File: config.mk
export PLATFORM = sky130hd
export DESIGN_NAME = source_fault_supervisor
export DESIGN_NICKNAME = d
export VERILOG_FILES = /design/src/hw/sfs_pkg.sv /design/src/hw/source_fault_supervisor.sv
export VERILOG_INCLUDE_DIRS = /design/src /design/src/hw
export SDC_FILE = /design/constraint.sdc
export NUM_CORES = 1
export LEC_CHECK = 0
export ABC_CLOCK_PERIOD_IN_PS = 16400
export BUFFER_PORTS_ARGS = -buffer_cell sky130_fd_sc_hd__buf_2
export CAP_MARGIN = 20
export CORE_MARGIN = 2
export CORE_UTILIZATION = 65
export CTS_BUF_LIST = sky130_fd_sc_hd__clkbuf_16
export CTS_CLUSTER_SIZE = 10
export DETAILED_ROUTE_END_ITERATION = 12
export PLACE_DENSITY = 0.86
export SYNTH_ARGS = -nofsm -noshare
export SYNTH_HDL_FRONTEND = slang
export SYNTH_SLANG_ARGS = --single-unit
File: constraint.sdc
create_clock -name clk -period 16.4 [get_ports clk]
set_input_delay 0 -clock clk [delete_from_list [all_inputs] [get_ports clk]]
set_output_delay 0 -clock clk [all_outputs]
set_load 0.01 [all_outputs]
File: src/hw/sfs_consts.svh
// constants for the source fault supervisor: timing, power steps, register map
`ifndef SFS_CONSTS_SVH
`define SFS_CONSTS_SVH
`define CLK_MHZ 125
`define MS2CYC(ms) ((ms) * `CLK_MHZ * 1000)
`define US2CYC(us) ((us) * `CLK_MHZ)
`define T_EN_MS 100
`define T_DSW_MS 900
`define T_VBUS_BLEED_PIN_SHI_MS 7
`define T_VBUS_BLEED_PIN_SLO_MS 19
`define T_VBUS_BLEED_PIN_BHI_MS 55
`define T_VBUS_BLEED_PIN_BLO_MS 221
`define T_BAT_DEB_MS 2
`define T_RESTART_MS 2000
`define T_OCP_DEB_US 1000
`define T_CCOVP_DEB_US 1000
`define T_VCONN_DEB_US 1000
`define PCT_100 7'h64
`define PCT_75 7'h4B
`define PCT_50 7'h32
`define PCT_25 7'h19
`define SCALE_DEF 7'h4B
`define SCALE_MIN 7'h19
`define REG_CTRL 4'h0
`define REG_STATUS 4'h4
`define CTRL_TRIM5A 0
`define CTRL_RST 1'h0
`endif

File: src/hw/sfs_pkg.sv
// types shared by the source fault supervisor
package sfs_pkg;
    typedef enum logic [2:0] {
        ST_IDLE, ST_WAIT_EN, ST_ON, ST_PROT, ST_RESTART
    } sup_state_t;
    // asynchronous comparator results
    typedef struct packed {
        logic ovp;
        logic uvp;
        logic ocp;
        logic ext_ot;
        logic int_ot;
        logic dline_ovp;
        logic cc1_ovp;
        logic cc2_ovp;
        logic vconn_oc;
        logic bat_float_low;
        logic bat_div_low;
        logic ntc_warn;
        logic light_load;
        logic vbus_present;
    } cmp_flags_t;
    // voltage transition request from the policy layer
    typedef struct packed {
        logic req;
        logic small_step;
        logic above_13v;
    } vtrans_t;
endpackage

File: src/hw/source_fault_supervisor.sv
// fault supervision and power sequencing for a usb-c source controller
//
// Behaviour
// - bleed path only while output current is below the light-load limit
// - transition bleed time 7/19/55/221 ms by step size and level
// - detach, protection or hard reset bleeds vbus for 221 ms
// - any fault disables converter and enables bleed
// - pull-up currents off while in protection
// - faults clear: bleed again, run restart timer, then pull-ups on
// - converter enable high 100 ms after attach, low while unattached
// - converter enable low on detach, reset or protection
// - charging downstream port mode presented by default
// - data switch high 900 ms after attach until unplug
// - data switch low on detach, reset or protection
// - battery low from float compare or divider compare per sense mode
// - battery low must persist 2 ms before renegotiation
// - battery low advertises 75 percent, recovery restores and renegotiates
// - thermal warning scales power like battery low
// - thermistor shutdown enters protection and disconnects sink
// - advertised power: full, times 75 percent, or 25 percent if both
// - select pins 11/10/01/00 give 100/75/50/25 percent
// - select pin change recomputes power and sends new capabilities
// - cable supply only when five amp trim is set
// - cable supply overcurrent: supply off, limit 3 A, status bit
// - config line overvoltage past debounce raises protection
// - converter enabled only after vbus has been discharged
// - output overcurrent armed only on fixed contracts and while in protection, debounced
//
// Local design decisions: the register addresses and the plain strobed port.
`include "sfs_consts.svh"
module source_fault_supervisor #(
    parameter int unsigned T_EN = `MS2CYC(`T_EN_MS),
    parameter int unsigned T_DSW = `MS2CYC(`T_DSW_MS),
    parameter int unsigned T_SHI = `MS2CYC(`T_VBUS_BLEED_PIN_SHI_MS),
    parameter int unsigned T_SLO = `MS2CYC(`T_VBUS_BLEED_PIN_SLO_MS),
    parameter int unsigned T_BHI = `MS2CYC(`T_VBUS_BLEED_PIN_BHI_MS),
    parameter int unsigned T_BLO = `MS2CYC(`T_VBUS_BLEED_PIN_BLO_MS),
    parameter int unsigned T_BAT = `MS2CYC(`T_BAT_DEB_MS),
    parameter int unsigned T_RST = `MS2CYC(`T_RESTART_MS),
    parameter int unsigned T_OCP = `US2CYC(`T_OCP_DEB_US),
    parameter int unsigned T_CCO = `US2CYC(`T_CCOVP_DEB_US),
    parameter int unsigned T_VCO = `US2CYC(`T_VCONN_DEB_US)
) (
    // clock and reset
    input wire logic clk,
    input wire logic rst_b,
    // analog comparator flags
    input wire sfs_pkg::cmp_flags_t cmp_flags,
    input wire logic battery_sense_float,
    // connection and policy layer
    input wire logic cc_attached,
    input wire logic hard_reset,
    input wire sfs_pkg::vtrans_t vtrans,
    input wire logic fixed_contract,
    input wire logic cable_discover_req,
    // power select pins
    input wire logic power_select_msb,
    input wire logic power_select_lsb,
    // register port
    input wire logic [3:0] reg_addr,
    input wire logic [31:0] reg_wdata,
    input wire logic reg_wr,
    input wire logic reg_rd,
    output logic [31:0] reg_rdata,
    // converter, switch and connector controls
    output logic converter_enable_out,
    output logic data_switch_ctrl,
    output logic vbus_bleed_pin,
    output logic source_pullup_current,
    output logic vconn_enable,
    output logic cdp_mode,
    // power advertisement to the policy layer
    output logic [6:0] advertised_power,
    output logic caps_update,
    output logic cable_limit,
    output logic protection_active
);
    localparam int NFL = $bits(sfs_pkg::cmp_flags_t);
    localparam int unsigned DEB_LIM [4] = '{T_OCP, T_CCO, T_VCO, T_BAT};

    logic [NFL-1:0] sync1_ff;
    logic [NFL-1:0] sync2_ff;
    sfs_pkg::cmp_flags_t fl;
    logic [3:0] deb_in;
    logic [3:0] deb_out;
    sfs_pkg::sup_state_t state_ff;
    sfs_pkg::sup_state_t nxt_state;
    logic [31:0] att_cnt_ff;
    logic [31:0] rst_cnt_ff;
    logic [31:0] vbus_bleed_pin_cnt_ff;
    logic [31:0] nxt_vbus_bleed_pin;
    logic [31:0] trans_len;
    logic fault;
    logic detach;
    logic en_ff;
    logic dsw_ff;
    logic bleed_ff;
    logic trim5a_ff;
    logic cable_lim_ff;
    logic bat_raw;
    logic bat_low;
    logic [1:0] sel;
    logic [1:0] sel_ff;
    logic [6:0] cfg_pct;
    logic [6:0] scale_pct;
    logic [13:0] adv_prod;
    logic [13:0] adv_div;
    logic [6:0] adv_ff;
    logic caps_ff;
    logic [31:0] rdata_ff;
    logic ocp_armed;

    // two-flop synchronisers on every comparator flag
    generate
        for (genvar i = 0; i < NFL; i++) begin : g_sync
            always_ff @(posedge clk) begin
                if (!rst_b) begin
                    sync1_ff[i] <= 1'b0;
                    sync2_ff[i] <= 1'b0;
                end else begin
                    sync1_ff[i] <= cmp_flags[i];
                    sync2_ff[i] <= sync1_ff[i];
                end
            end
        end
    endgenerate
    assign fl = sfs_pkg::cmp_flags_t'(sync2_ff);

    // debounce inputs: ocp, config_line_overvoltage_fault, cable supply oc, battery low
    // held armed in protection, else a lasting overcurrent would drop out at once
    assign ocp_armed = ((state_ff == sfs_pkg::ST_ON) && fixed_contract)
        || (state_ff == sfs_pkg::ST_PROT);
    assign bat_raw = battery_sense_float ? fl.bat_float_low : fl.bat_div_low;
    assign deb_in[0] = fl.ocp && ocp_armed;
    assign deb_in[1] = fl.cc1_ovp || fl.cc2_ovp;
    assign deb_in[2] = fl.vconn_oc && vconn_enable;
    assign deb_in[3] = bat_raw;

    // one saturating counter per debounced condition
    generate
        for (genvar d = 0; d < 4; d++) begin : g_deb
            logic [31:0] cnt_ff;
            always_ff @(posedge clk) begin
                if (!rst_b || !deb_in[d]) begin
                    cnt_ff <= 32'h0;
                end else if (cnt_ff != DEB_LIM[d]) begin
                    cnt_ff <= cnt_ff + 32'h1;
                end
            end
            assign deb_out[d] = deb_in[d] && (cnt_ff == DEB_LIM[d]);
        end
    endgenerate
    assign bat_low = deb_out[3];

    // any protection cause; thermistor shutdown is ext_ot
    assign fault = fl.ovp || fl.uvp || deb_out[0] || fl.ext_ot
        || fl.int_ot || fl.dline_ovp || deb_out[1];
    assign detach = !cc_attached && ((state_ff == sfs_pkg::ST_ON)
        || (state_ff == sfs_pkg::ST_WAIT_EN));

    // supervisor state machine
    always_comb begin
        nxt_state = state_ff;
        case (state_ff)
            sfs_pkg::ST_IDLE: begin
                if (fault) begin
                    nxt_state = sfs_pkg::ST_PROT;
                end else if (cc_attached) begin
                    nxt_state = sfs_pkg::ST_WAIT_EN;
                end
            end
            sfs_pkg::ST_WAIT_EN: begin
                if (fault) begin
                    nxt_state = sfs_pkg::ST_PROT;
                end else if (!cc_attached) begin
                    nxt_state = sfs_pkg::ST_IDLE;
                end else if (att_cnt_ff >= T_EN && !fl.vbus_present) begin
                    nxt_state = sfs_pkg::ST_ON;
                end
            end
            sfs_pkg::ST_ON: begin
                if (fault) begin
                    nxt_state = sfs_pkg::ST_PROT;
                end else if (!cc_attached) begin
                    nxt_state = sfs_pkg::ST_IDLE;
                end
            end
            sfs_pkg::ST_PROT: begin
                if (!fault) begin
                    nxt_state = sfs_pkg::ST_RESTART;
                end
            end
            sfs_pkg::ST_RESTART: begin
                if (fault) begin
                    nxt_state = sfs_pkg::ST_PROT;
                end else if (rst_cnt_ff >= T_RST) begin
                    nxt_state = sfs_pkg::ST_IDLE;
                end
            end
            default: nxt_state = sfs_pkg::ST_IDLE;
        endcase
    end

    always_ff @(posedge clk) begin
        if (!rst_b) begin
            state_ff <= sfs_pkg::ST_IDLE;
        end else begin
            state_ff <= nxt_state;
        end
    end

    // attach timer runs from debounce completion while attached
    always_ff @(posedge clk) begin
        if (!rst_b || (nxt_state != sfs_pkg::ST_WAIT_EN && nxt_state != sfs_pkg::ST_ON)) begin
            att_cnt_ff <= 32'h0;
        end else if (att_cnt_ff < T_DSW) begin
            att_cnt_ff <= att_cnt_ff + 32'h1;
        end
    end

    // restart timer, back to zero on any fault
    always_ff @(posedge clk) begin
        if (!rst_b || state_ff != sfs_pkg::ST_RESTART || fault) begin
            rst_cnt_ff <= 32'h0;
        end else if (rst_cnt_ff < T_RST) begin
            rst_cnt_ff <= rst_cnt_ff + 32'h1;
        end
    end

    // transition bleed length from step size and new level
    assign trans_len = vtrans.small_step ? (vtrans.above_13v ? T_SHI : T_SLO)
        : (vtrans.above_13v ? T_BHI : T_BLO);

    // bleed timer: full discharge events win over transitions
    always_comb begin
        nxt_vbus_bleed_pin = (vbus_bleed_pin_cnt_ff != 32'h0) ? vbus_bleed_pin_cnt_ff - 32'h1 : 32'h0;
        if (detach || hard_reset || (state_ff == sfs_pkg::ST_PROT && !fault)) begin
            nxt_vbus_bleed_pin = T_BLO;
        end else if (vtrans.req && state_ff == sfs_pkg::ST_ON) begin
            nxt_vbus_bleed_pin = trans_len;
        end
    end

    always_ff @(posedge clk) begin
        if (!rst_b) begin
            vbus_bleed_pin_cnt_ff <= 32'h0;
        end else begin
            vbus_bleed_pin_cnt_ff <= nxt_vbus_bleed_pin;
        end
    end

    // outputs; heavy load discharges itself, so bleed only at light load
    always_ff @(posedge clk) begin
        if (!rst_b) begin
            en_ff <= 1'b0;
            dsw_ff <= 1'b0;
            bleed_ff <= 1'b0;
        end else begin
            en_ff <= (nxt_state == sfs_pkg::ST_ON);
            dsw_ff <= (nxt_state == sfs_pkg::ST_ON) && (att_cnt_ff >= T_DSW);
            bleed_ff <= fl.light_load && ((nxt_vbus_bleed_pin != 32'h0)
                || nxt_state == sfs_pkg::ST_PROT);
        end
    end
    assign converter_enable_out = en_ff;
    assign data_switch_ctrl = dsw_ff;
    assign vbus_bleed_pin = bleed_ff;
    assign source_pullup_current = (state_ff != sfs_pkg::ST_PROT)
        && (state_ff != sfs_pkg::ST_RESTART);
    assign protection_active = (state_ff == sfs_pkg::ST_PROT);
    assign cdp_mode = 1'b1;

    // cable supply: trim gated, limit flag sticky until the state machine is idle
    assign vconn_enable = trim5a_ff && cable_discover_req && !cable_lim_ff
        && (state_ff == sfs_pkg::ST_ON);
    always_ff @(posedge clk) begin
        if (!rst_b) begin
            cable_lim_ff <= 1'b0;
        end else if (deb_out[2]) begin
            cable_lim_ff <= 1'b1;
        end else if (state_ff == sfs_pkg::ST_IDLE) begin
            cable_lim_ff <= 1'b0;
        end
    end
    assign cable_limit = cable_lim_ff;

    // power selection and scaling
    assign sel = {power_select_msb, power_select_lsb};
    assign cfg_pct = (sel == 2'h3) ? `PCT_100 : (sel == 2'h2) ? `PCT_75
        : (sel == 2'h1) ? `PCT_50 : `PCT_25;
    assign scale_pct = (bat_low && fl.ntc_warn) ? `SCALE_MIN
        : (bat_low || fl.ntc_warn) ? `SCALE_DEF : `PCT_100;
    assign adv_prod = 14'(cfg_pct) * 14'(scale_pct);
    assign adv_div = adv_prod / 14'h64;

    // a new advertisement or pin change sends fresh capabilities
    always_ff @(posedge clk) begin
        if (!rst_b) begin
            sel_ff <= 2'h0;
            adv_ff <= `PCT_25;
            caps_ff <= 1'b0;
        end else begin
            sel_ff <= sel;
            adv_ff <= adv_div[6:0];
            caps_ff <= (state_ff == sfs_pkg::ST_ON) && ((sel != sel_ff)
                || (adv_div[6:0] != adv_ff) || (deb_out[2] && !cable_lim_ff));
        end
    end
    assign advertised_power = adv_ff;
    assign caps_update = caps_ff;

    // register port: control write, status read one cycle later
    always_ff @(posedge clk) begin
        if (!rst_b) begin
            trim5a_ff <= `CTRL_RST;
            rdata_ff <= 32'h0;
        end else begin
            if (reg_wr && reg_addr == `REG_CTRL) begin
                trim5a_ff <= reg_wdata[`CTRL_TRIM5A];
            end
            if (!reg_rd) begin
                rdata_ff <= 32'h0;
            end else if (reg_addr == `REG_CTRL) begin
                rdata_ff <= {31'h0, trim5a_ff};
            end else if (reg_addr == `REG_STATUS) begin
                rdata_ff <= {16'h0, 1'b0, adv_ff, fl.ntc_warn, bat_low,
                    cable_lim_ff, protection_active, 1'b0, state_ff};
            end else begin
                rdata_ff <= 32'h0;
            end
        end
    end
    assign reg_rdata = rdata_ff;

    // checks
    chk_bleed_light: assert property (@(posedge clk) disable iff (!rst_b)
        vbus_bleed_pin |-> $past(fl.light_load))
        else $error("bleed at heavy load");
    chk_fault_off: assert property (@(posedge clk) disable iff (!rst_b)
        (fault && state_ff == sfs_pkg::ST_ON) |=> !converter_enable_out && protection_active)
        else $error("converter on after fault");
    chk_pullup_prot: assert property (@(posedge clk) disable iff (!rst_b)
        fault |=> !source_pullup_current)
        else $error("pull-up on in protection");
    chk_en_delay: assert property (@(posedge clk) disable iff (!rst_b)
        $rose(converter_enable_out) |-> $past(att_cnt_ff) >= T_EN)
        else $error("converter enabled early");
    chk_dsw_delay: assert property (@(posedge clk) disable iff (!rst_b)
        $rose(data_switch_ctrl) |-> converter_enable_out && $past(att_cnt_ff) >= T_DSW)
        else $error("data switch early");
    chk_detach_low: assert property (@(posedge clk) disable iff (!rst_b)
        detach |=> !data_switch_ctrl && !converter_enable_out && vbus_bleed_pin_cnt_ff == T_BLO)
        else $error("detach not handled");
    chk_restart_wait: assert property (@(posedge clk) disable iff (!rst_b)
        (state_ff == sfs_pkg::ST_RESTART && nxt_state == sfs_pkg::ST_IDLE)
        |-> rst_cnt_ff >= T_RST)
        else $error("restart too soon");
    chk_both_scale: assert property (@(posedge clk) disable iff (!rst_b)
        (bat_low && fl.ntc_warn) |=> advertised_power == 7'(($past(cfg_pct) * 25) / 100))
        else $error("wrong scaling");
    chk_sel_caps: assert property (@(posedge clk) disable iff (!rst_b)
        (state_ff == sfs_pkg::ST_ON && sel != sel_ff) |=> caps_update)
        else $error("no capabilities after pin change");
    chk_cable_off: assert property (@(posedge clk) disable iff (!rst_b)
        deb_out[2] |=> cable_limit && !vconn_enable)
        else $error("cable supply on after limit");
    cov_power_on: cover property (@(posedge clk) disable iff (!rst_b)
        $rose(data_switch_ctrl));
    cov_protect: cover property (@(posedge clk) disable iff (!rst_b)
        $rose(protection_active));
    cov_restart: cover property (@(posedge clk) disable iff (!rst_b)
        state_ff == sfs_pkg::ST_RESTART ##1 state_ff == sfs_pkg::ST_IDLE);
endmodule

==> run_results.csv, run 1 <==
group,metric,value,unit
global_routing,grt_pass1_wl,59.4,mm
global_routing,grt_pass1_vias,13000,
clocking,cts_sinks,284,
clocking,clkLatencyLatePin,0.52,ns
clocking,htreeDepth,2,
synth,yosysSeqAreaShare,0.361,
synth,synth_cell_types,103,
sta,rsz0062_at_grt,"false",
power,leakage,6.57,nW
placement,placed_cells,2177,
power,switchingPower,1.47,mW
sta,relSlewSlack,0.256,
die,dieArea,25500,sq um
setup_path,worstPathArrival,11.49,ns
synth,yosys_warnings,0,
setup_path,cp_max_fo,12,
setup_path,critical_path.startpoint,"g_deb[3].cnt_ff[0]",
layout,layout.nets,2065,
clocking,cts_tree,"yes",
synth,syn_inst,1847,
synth,synth_area_leaders,"dfxtp_1, xor2_1, nor2_1, xnor2_1, ha_1",
setup_path,reg2regPathDepth,37,
power,power_density,191,nW/um^2
power,pwr-share-clk,0.193,
setup_path,criticalPathCategory,"register to register",
sta,fmaxAchievable,90.1,MHz
sta,fin_crit_sh,0.677,
synth,synth_xor_area_frac,0.122,
placement,routabilityCongestion,0.867,
die,coreArea,23600,sq um
synth,synth-simple-area-share,0.278,
run_status,status,"finished clean",
setup_path,end_kind,"register",
power,ir_worst_vdd,0.000166,V
power,combinationalPowerShare,0.587,
min_path,min_path_type,"input port to register",
clocking,numCtsBuffers,34,
global_routing,antenna_found_initial,2,
placement,io_buffers,61,
routing,wl_met2,17.3,mm
power,switching_share,0.441,
routing,met3_length,1.80,mm
setup_path,startpoint_type,"register",
clocking,cts_buffer_depth,3,
routing,via_per_inst,5.88,
setup_path,max_stage_delay,0.64,ns
setup_path,r2r-end,"caps_update",
setup_path,cp.required,16.79,ns
routing,drcViolationCount,0,
sta,period_minus_slack,11.09,ns
sta,setup_viol,0,
sta,fin_tns_setup,0,ns
die,die_y,160,um
setup_path,reg2reg_from,"g_deb[3].cnt_ff[0]",
flow_run,cap_violations,0,
synth,yosysMostFrequentCell,"dfxtp_1",
setup_path,crit_slowest_cell,"nor4_1",
routing,drtAntennaViolNets,0,
die,die_w,160,um
synth,synth_top_family_by_area,"simple AND/OR/NAND/NOR gates",
global_routing,overflow,0,
setup_path,crit_end,"caps_update",
synth,yosys.area.top_type,"dfxtp_1",
synth,ys_seq_elements,284,
synth,synth_compound_area_frac,0.111,
global_routing,track_usage,0.272,
synth,yosysTopAreaCellShare,0.361,
synth,avgSynthCellArea,8.54,sq um
layout,diodes,0,
global_routing,grt_max_degree,67,
routing,avgRoutedWirePerCell,15.6,um
setup_path,r2r_slack,5.31,ns
synth,muxShareOfSynthArea,0.0119,
synth,synth-main-ff-cell,"dfxtp_1",
die,initial_utilization,0.668,
layout,layoutNonFillerInstCount,2245,
clocking,clkTransAtPathRegs,0.06,ns
die,ioPinCount,112,
synth,synth_common_cells,"dfxtp_1, nor2_1, nand2_1, xor2_1, nand3_1",
routing,wl_met1,15.1,mm
routing,routed_wirelength,35.1,mm
power,intPower,1.86,mW
sta,fin_skew,0.0212,ns
clocking,cts_resized,0,
synth,synthArstFlopShare,0,
sta,timing.final.hold_violations,0,
routing,firstDrtPassIters,8,
layout,drive_gt1_frac,0.0893,
synth,netlist_area,15800,sq um
sta,fin_ws,5.31,ns
routing,initialDrtViolationCount,1068,
sta,holdWs,0.0767,ns
die,rows,56,
sta,tightest_slew,1.11,ns
routing,dr_total_vias,13200,
sta,slew_violations,0,
clocking,root_buffer,"clkbuf_16",
placement,preCtsSetupSlack,5.47,ns
routing,maxUsedRoutingLayer,"met5",
synth,synth_adder_area_share,0.0766,
synth,synth_edf_count,0,
power,seqPwrFrac,0.220,
placement,hpwl,24.3,mm
layout,area_growth,10.6,%
what timing repair did:
| action | 4_1_cts | 5_1_grt |
|---|---|---|
| hold endpoints to repair | 31 | 0 |
| setup buffers | 0 | 0 |
| hold buffers | 25 | 0 |
kinds of logic after synthesis:
logic type,after synthesis
AOI/OAI and AO/OA,236
other,2
xor gates and xnor gates,216
muxes,16
buffers and inverters,142
adders and majority gates,84
and+or+nand+nor,867
DFF,284
stage by stage:
stage	power (mW)	area, sq um	utilization
floorplan	2.34	15800	-
global placement	2.62	16200	0.686
CTS	3.31	17400	0.738
detailed placement	2.66	16200	0.688
global route	3.56	17400	0.738
finish	3.34	17400	0.738
sequential cells by signal, indices dropped and copies added (netlist names), 3 cells and up:
name / count
state_ff: 3
reg_rdata: 14
rst_cnt_ff: 32
vbus_bleed_pin_cnt_ff: 32
advertised_power: 7
fl: 14
att_cnt_ff: 32
g_deb.cnt_ff: 128
sync1_ff: 14
worst max-delay path, delay by kind of cell, from the launching register on:
kind	cells	cell delay (ns)
flops	1	0.32
buf+inv	4	0.27
xor+xnor	1	0.60
fa+ha+maj	7	3.03
compound gates	13	3.27
simple gates	12	3.49
power by group through the flow:
| stage | clock, mW | combinational (mW) | sequential [mW] |
|---|---|---|---|
| final | 0.644 | 1.96 | 0.733 |
| after detailed placement | 0 | 1.91 | 0.747 |
| after floorplan | 0 | 1.60 | 0.743 |
| after CTS | 0.655 | 1.93 | 0.733 |
| after global routing | 0.684 | 2.14 | 0.736 |
| after global placement | 0 | 1.87 | 0.746 |
worst min-delay path by stage:
| stage | from | endpoint | slack [ns] | cells past startpoint |
|---|---|---|---|---|
| 2_1_floorplan | cable_discover_req | vconn_enable | 0.11 | 2 |
| 3_3_place_gp | cmp_flags[13] | sync1_ff[13] | 0.20 | 2 |
| 3_5_place_dp | cmp_flags[1] | sync1_ff[1] | 0.21 | 2 |
| 4_1_cts | vtrans[2] | vbus_bleed_pin_cnt_ff[22] | 0.02 | 4 |
| 5_1_grt | rst_b | advertised_power[4] | 0.09 | 3 |
| 6_report | vtrans[2] | vbus_bleed_pin_cnt_ff[22] | 0.08 | 4 |
layout by cell type, fill, tap and decap left out, types with 51 or more instances in the layout:
master | Yosys | layout
a21oi_1 | 52 | 51
and2_1 | 65 | 65
buf_2 | 2 | 61
dfxtp_1 | 284 | 284
ha_1 | 58 | 58
inv_1 | 70 | 73
nand2_1 | 125 | 125
nand3_1 | 90 | 90
nor2_1 | 283 | 283
xnor2_1 | 87 | 87
xor2_1 | 125 | 125
final cells by class:
class / count / area [sq um]
clock buffer: 34 / 851
clock inverter: 7 / 78.8
fill: 1684 / 6180
inverter: 70 / 263
multi-input combinational: 1438 / 9530
sequential: 284 / 5690
tap: 319 / 399
timing repair buffer: 93 / 633
layer usage:
layer,vias to the layer above,GRT usage
li1,6480,-
met2,356,0.482
met3,76,0.0447
met5,-,0
met4,4,0.0864
met1,6279,0.338
Power figures use the tool's default switching activity.
==> inputs of run 2 (changes only) <==
--- a/config.mk
+++ b/config.mk
@@ -6,15 +6,15 @@
 export SDC_FILE = /design/constraint.sdc
 export NUM_CORES = 1
 export LEC_CHECK = 0
-export ABC_CLOCK_PERIOD_IN_PS = 16400
+export ABC_CLOCK_PERIOD_IN_PS = 10300
 export BUFFER_PORTS_ARGS = -buffer_cell sky130_fd_sc_hd__buf_2
 export CAP_MARGIN = 20
 export CORE_MARGIN = 2
-export CORE_UTILIZATION = 65
+export CORE_UTILIZATION = 61
 export CTS_BUF_LIST = sky130_fd_sc_hd__clkbuf_16
 export CTS_CLUSTER_SIZE = 10
 export DETAILED_ROUTE_END_ITERATION = 12
-export PLACE_DENSITY = 0.86
+export PLACE_DENSITY = 0.81
 export SYNTH_ARGS = -nofsm -noshare
 export SYNTH_HDL_FRONTEND = slang
 export SYNTH_SLANG_ARGS = --single-unit
==> constraint.sdc (replaced) <==
create_clock -name clk -period 10.3 [get_ports clk]
set_input_delay 0 -clock clk [delete_from_list [all_inputs] [get_ports clk]]
set_output_delay 0 -clock clk [all_outputs]
set_load 0.01 [all_outputs]
==> run 2 against run 1 <==
- combinational power increased by 81%
- non-clock buffer count increased by 17
- flip-flop and latch count unchanged
- clock-buffer cell count increased by 1
- critical path depth increased by 1
- critical path type unchanged
- largest power group unchanged
- highest routed layer unchanged
==> run_results.csv, run 2 (synthesis gave the netlist of run 1 again) <==
group,metric,value,unit
placement,placed_cells,2196,
clocking,cts_tree,"yes",
placement,hpwl,23.8,mm
layout,area_growth,13.9,%
routing,routed_wirelength,35.2,mm
run_status,status,"finished clean",
sta,fin_skew,0.0141,ns
die,ioPinCount,112,
routing,avgRoutedWirePerCell,15.4,um
power,ir_worst_vdd,0.000436,V
clocking,cts_sinks,284,
layout,layout.nets,2084,
sta,setup_viol,0,
power,leakage,6.72,nW
die,rows,58,
routing,drcViolationCount,0,
setup_path,critical_path.startpoint,"g_deb[3].cnt_ff[0]",
setup_path,worstPathArrival,10.30,ns
layout,largest_register_ffs,128,
sta,period_minus_slack,9.93,ns
die,dieArea,27100,sq um
global_routing,overflow,0,
setup_path,criticalPathCategory,"register to register",
clocking,numCtsBuffers,35,
sta,relSlewSlack,0.309,
routing,via_per_inst,5.82,
layout,multi_input_area,9790,sq um
power,p_total,5.81,mW
clocking,root_buffer,"clkbuf_16",
global_routing,grt_max_degree,67,
flow_run,cap_violations,0,
setup_path,max_stage_delay,0.53,ns
routing,drtAntennaViolNets,0,
global_routing,antenna_found_initial,2,
sta,holdWs,0.0820,ns
die,die_w,165,um
setup_path,end_kind,"register",
min_path,hp-start,"cc_attached",
routing,dr_total_vias,13200,
setup_path,startpoint_type,"register",
sta,tightest_slew,1.03,ns
sta,fin_tns_setup,0,ns
sta,slew_violations,0,
layout,seq_area,5690,sq um
clocking,clkTransAtPathRegs,0.05,ns
global_routing,grt_pass1_wl,57.9,mm
setup_path,cp_max_fo,7,
min_path,min_path_type,"input port to register",
sta,timing.final.hold_violations,0,
die,initial_utilization,0.624,
placement,routabilityCongestion,0.897,
layout,final_util,0.711,
layout,fill_cells,1935,
sta,fin_crit_sh,0.964,
layout,layoutNonFillerInstCount,2277,
setup_path,crit_slowest_cell,"fa_1",
power,power_density,324,nW/um^2
layout,drive_gt1_frac,0.109,
setup_path,cp.required,10.68,ns
routing,initialDrtViolationCount,880,
layout,layout_common_cells,"dfxtp_1, nor2_1, nand2_1",
die,die_y,165,um
sta,fmaxAchievable,101,MHz
layout,final_common_cell,"dfxtp_1",
global_routing,track_usage,0.254,
global_routing,grt_pass1_vias,12600,
placement,io_buffers,61,
clocking,htreeDepth,2,
clocking,cts_buffer_depth,3,
layout,max_flop_register,"g_deb.cnt_ff",
routing,firstDrtPassIters,5,
clocking,clkLatencyLatePin,0.51,ns
setup_path,reg2reg_from,"g_deb[3].cnt_ff[0]",
die,coreArea,25300,sq um
==> run 2: cell count changes in the layout (fill, tap and decap cells not counted), sizes merged <==
cell	delta
a211oi	+1
buf	+17
clkinv	-4
inv	+2
diode	+1
bufinv	+2
dlygate4sd3	+1
clkinvlp	+1
==> run 2: timing repair <==
item,4_1_cts,5_1_grt
buffers inserted,0,7
gates resized for setup,0,39
hold buffers,26,0
setup endpoints to repair,0,3
endpoints found under the hold margin,31,0
==> run 2: report_power, final <==
group	total [mW]	switching [mW]	internal (mW)
registers	1.17	0.0297	1.14
logic	3.54	2.09	1.45
clock network	1.10	0.440	0.657
==> run 2: metal layers <==
metal,global-route usage,part of all wire
met1,0.330,0.44
met5,0,0.00037
met3,0.0470,0.057
met4,0.0957,0.028
met2,0.422,0.47
==> run 2: cell type report <==
class / instances / share of cell area
Sequential cell: 284 / 0.317
Inverter: 70 / 0.0146
Tap cell: 330 / 0.0230
Timing Repair Buffer: 110 / 0.0452
Clock buffer: 35 / 0.0488
Antenna cell: 1 / 0.000139
Clock inverter: 8 / 0.00599
Multi-Input combinational cell: 1439 / 0.546
==> run 2: critical path: cells and delay by family (launching register included) <==
| family | cells | cell delay (ns) |
|---|---|---|
| buffers and inverters | 5 | 0.42 |
| multiplexers | 1 | 0.10 |
| XOR/XNOR | 1 | 0.42 |
| AND/OR/NAND/NOR | 12 | 2.86 |
| AO/OA/AOI/OAI | 12 | 2.83 |
| adder cells (fa/ha/maj) | 7 | 2.81 |
| flip-flops | 1 | 0.32 |
==> run 2: worst paths after layout <==
path              slack, ns             end  depth (start not counted)
hold / removal         0.08     state_ff[0]                          5
hold reg to reg        0.43  rst_cnt_ff[30]                          2
setup / recovery       0.37     caps_update                         38
setup reg to reg       0.37     caps_update                         38
==> run 2: per-stage QoR <==
step	setup WS (ns)	area, sq um
2_1_floorplan	0.960	15800
3_3_place_gp	0.466	16300
3_5_place_dp	0.182	16300
4_1_cts	0.120	17500
5_1_grt	-0.121	18000
6_report	0.375	18000
==> inputs of run 3 (changes only) <==
--- a/config.mk
+++ b/config.mk
@@ -14,7 +14,7 @@
 export CTS_BUF_LIST = sky130_fd_sc_hd__clkbuf_16
 export CTS_CLUSTER_SIZE = 10
 export DETAILED_ROUTE_END_ITERATION = 12
-export PLACE_DENSITY = 0.81
+export PLACE_DENSITY = 0.8
 export SYNTH_ARGS = -nofsm -noshare
 export SYNTH_HDL_FRONTEND = slang
 export SYNTH_SLANG_ARGS = --single-unit
==> run 3 against run 2 <==
- die area stayed put
- register-to-register slack better by 0.06 ns
- utilization hardly changed
- first-iteration DRC count is 3.6% lower
- critical path depth stayed put
- largest power group unchanged
==> run_results.csv, run 3 (synthesis gave the netlist of run 1 again) <==
group,metric,value,unit
setup_path,r2r_slack,0.43,ns
global_routing,antenna_found_initial,1,
clocking,numCtsBuffers,35,
routing,avgRoutedWirePerCell,15.3,um
clocking,cts_sinks,284,
setup_path,reg2regPathDepth,38,
die,rows,58,
routing,dr_total_vias,13100,
sta,tightest_slew,1.03,ns
sta,fin_crit_sh,0.958,
setup_path,cp_max_fo,13,
layout,fill_cells,1891,
clocking,cts_buffer_depth,3,
power,ir_worst_vdd,0.000428,V
sta,setup_viol,0,
setup_path,startpoint_type,"register",
placement,routabilityCongestion,0.897,
setup_path,worstPathArrival,10.25,ns
die,die_y,165,um
die,initial_utilization,0.624,
global_routing,grt_pass1_wl,56.6,mm
layout,final_util,0.711,
layout,layout.nets,2083,
layout,largest_register_ffs,128,
setup_path,end_kind,"register",
die,dieArea,27100,sq um
sta,fin_ws,0.434,ns
layout,drive_gt1_frac,0.114,
global_routing,overflow,0,
layout,diodes,0,
global_routing,grt_pass1_vias,12300,
die,coreArea,25300,sq um
sta,timing.final.hold_violations,0,
power,leakage,6.72,nW
sta,fin_skew,0.0176,ns
routing,routed_wirelength,34.8,mm
clocking,htreeDepth,2,
layout,max_flop_register,"g_deb.cnt_ff",
sta,period_minus_slack,9.87,ns
sta,slew_violations,0,
die,die_w,165,um
layout,layoutNonFillerInstCount,2278,
placement,io_buffers,61,
power,power_density,329,nW/um^2
routing,initialDrtViolationCount,848,
global_routing,grt_max_degree,67,
run_status,status,"finished clean",
setup_path,max_stage_delay,0.54,ns
die,ioPinCount,112,
placement,placed_cells,2197,
setup_path,crit_slowest_cell,"fa_1",
global_routing,track_usage,0.250,
sta,relSlewSlack,0.312,
placement,preCtsSetupSlack,0.242,ns
setup_path,r2r-end,"caps_update",
min_path,min_path_type,"input port to register",
min_path,hp-start,"vtrans[2]",
clocking,clkLatencyLatePin,0.51,ns
routing,drtAntennaViolNets,0,
clocking,cts_tree,"yes",
min_path,whs_path_depth,4,
power,p_total,5.91,mW
flow_run,cap_violations,0,
setup_path,reg2reg_from,"g_deb[3].cnt_ff[0]",
sta,fin_tns_setup,0,ns
clocking,root_buffer,"clkbuf_16",
routing,drcViolationCount,0,
layout,layout_common_cells,"dfxtp_1, nor2_1, nand2_1, xor2_1, nand3_1",
clocking,clkTransAtPathRegs,0.06,ns
min_path,min_to,"vbus_bleed_pin_cnt_ff[22]",
layout,area_growth,13.8,%
routing,firstDrtPassIters,5,
placement,hpwl,23.8,mm
sta,fmaxAchievable,101,MHz
routing,via_per_inst,5.75,
setup_path,criticalPathCategory,"register to register",
layout,final_common_cell,"dfxtp_1",
setup_path,cp.required,10.68,ns
run 3: power by group:
part / leakage, nW / internal [mW] / switching, mW
sequential: 2.30 / 1.14 / 0.0297
combinational: 3.94 / 1.52 / 2.16
clock: 0.484 / 0.622 / 0.441
run 3: through the flow:
stage	hold WS, ns	cell area, sq um
6_report	0.0513	17900
5_1_grt	0.0740	17900
4_1_cts	0.0173	17500
3_5_place_dp	0.216	16300
3_3_place_gp	0.206	16300
2_1_floorplan	0.106	15800
run 3: cell type report:
type                            count  area (sq um)  area share
Clock buffer                       36           901      0.0502
Clock inverter                     10          60.1     0.00335
Inverter                           70           263      0.0146
Multi-Input combinational cell   1440          9870       0.550
Sequential cell                   284          5690       0.317
Tap cell                          330           413      0.0230
Timing Repair Buffer              108           756      0.0421
run 3: timing repair:
item,4_1_cts,5_1_grt
setup endpoints to repair,0,2
hold buffers,25,0
endpoints found under the hold margin,31,0
gates resized for setup,0,55
setup buffers,0,6
run 3: critical path, delay by kind of cell, from the launching register on:
kind / cells / cell delay [ns]
AOI/OAI and AO/OA: 16 / 3.94
adders and majority gates: 8 / 3.14
buffers and inverters: 5 / 0.45
DFF: 1 / 0.32
muxes: 1 / 0.28
and+or+nand+nor: 8 / 1.59
run 3: how the worst max path moves through the flow:
stage | start | end | slack, ns | cells past startpoint
CTS | g_deb[3].cnt_ff[0] | caps_update | 0.22 | 38
global route | g_deb[3].cnt_ff[0] | caps_update | -0.07 | 38
detailed placement | g_deb[3].cnt_ff[0] | caps_update | 0.24 | 38
finish | g_deb[3].cnt_ff[0] | caps_update | 0.43 | 38
global placement | g_deb[3].cnt_ff[7] | caps_update | 0.46 | 37
floorplan | g_deb[3].cnt_ff[0] | caps_update | 0.96 | 39
run 3: layer usage:
metal / track usage / part of all wire
met5: 0 / 0.00037
met4: 0.0877 / 0.026
met3: 0.0364 / 0.043
met2: 0.420 / 0.48
met1: 0.329 / 0.45
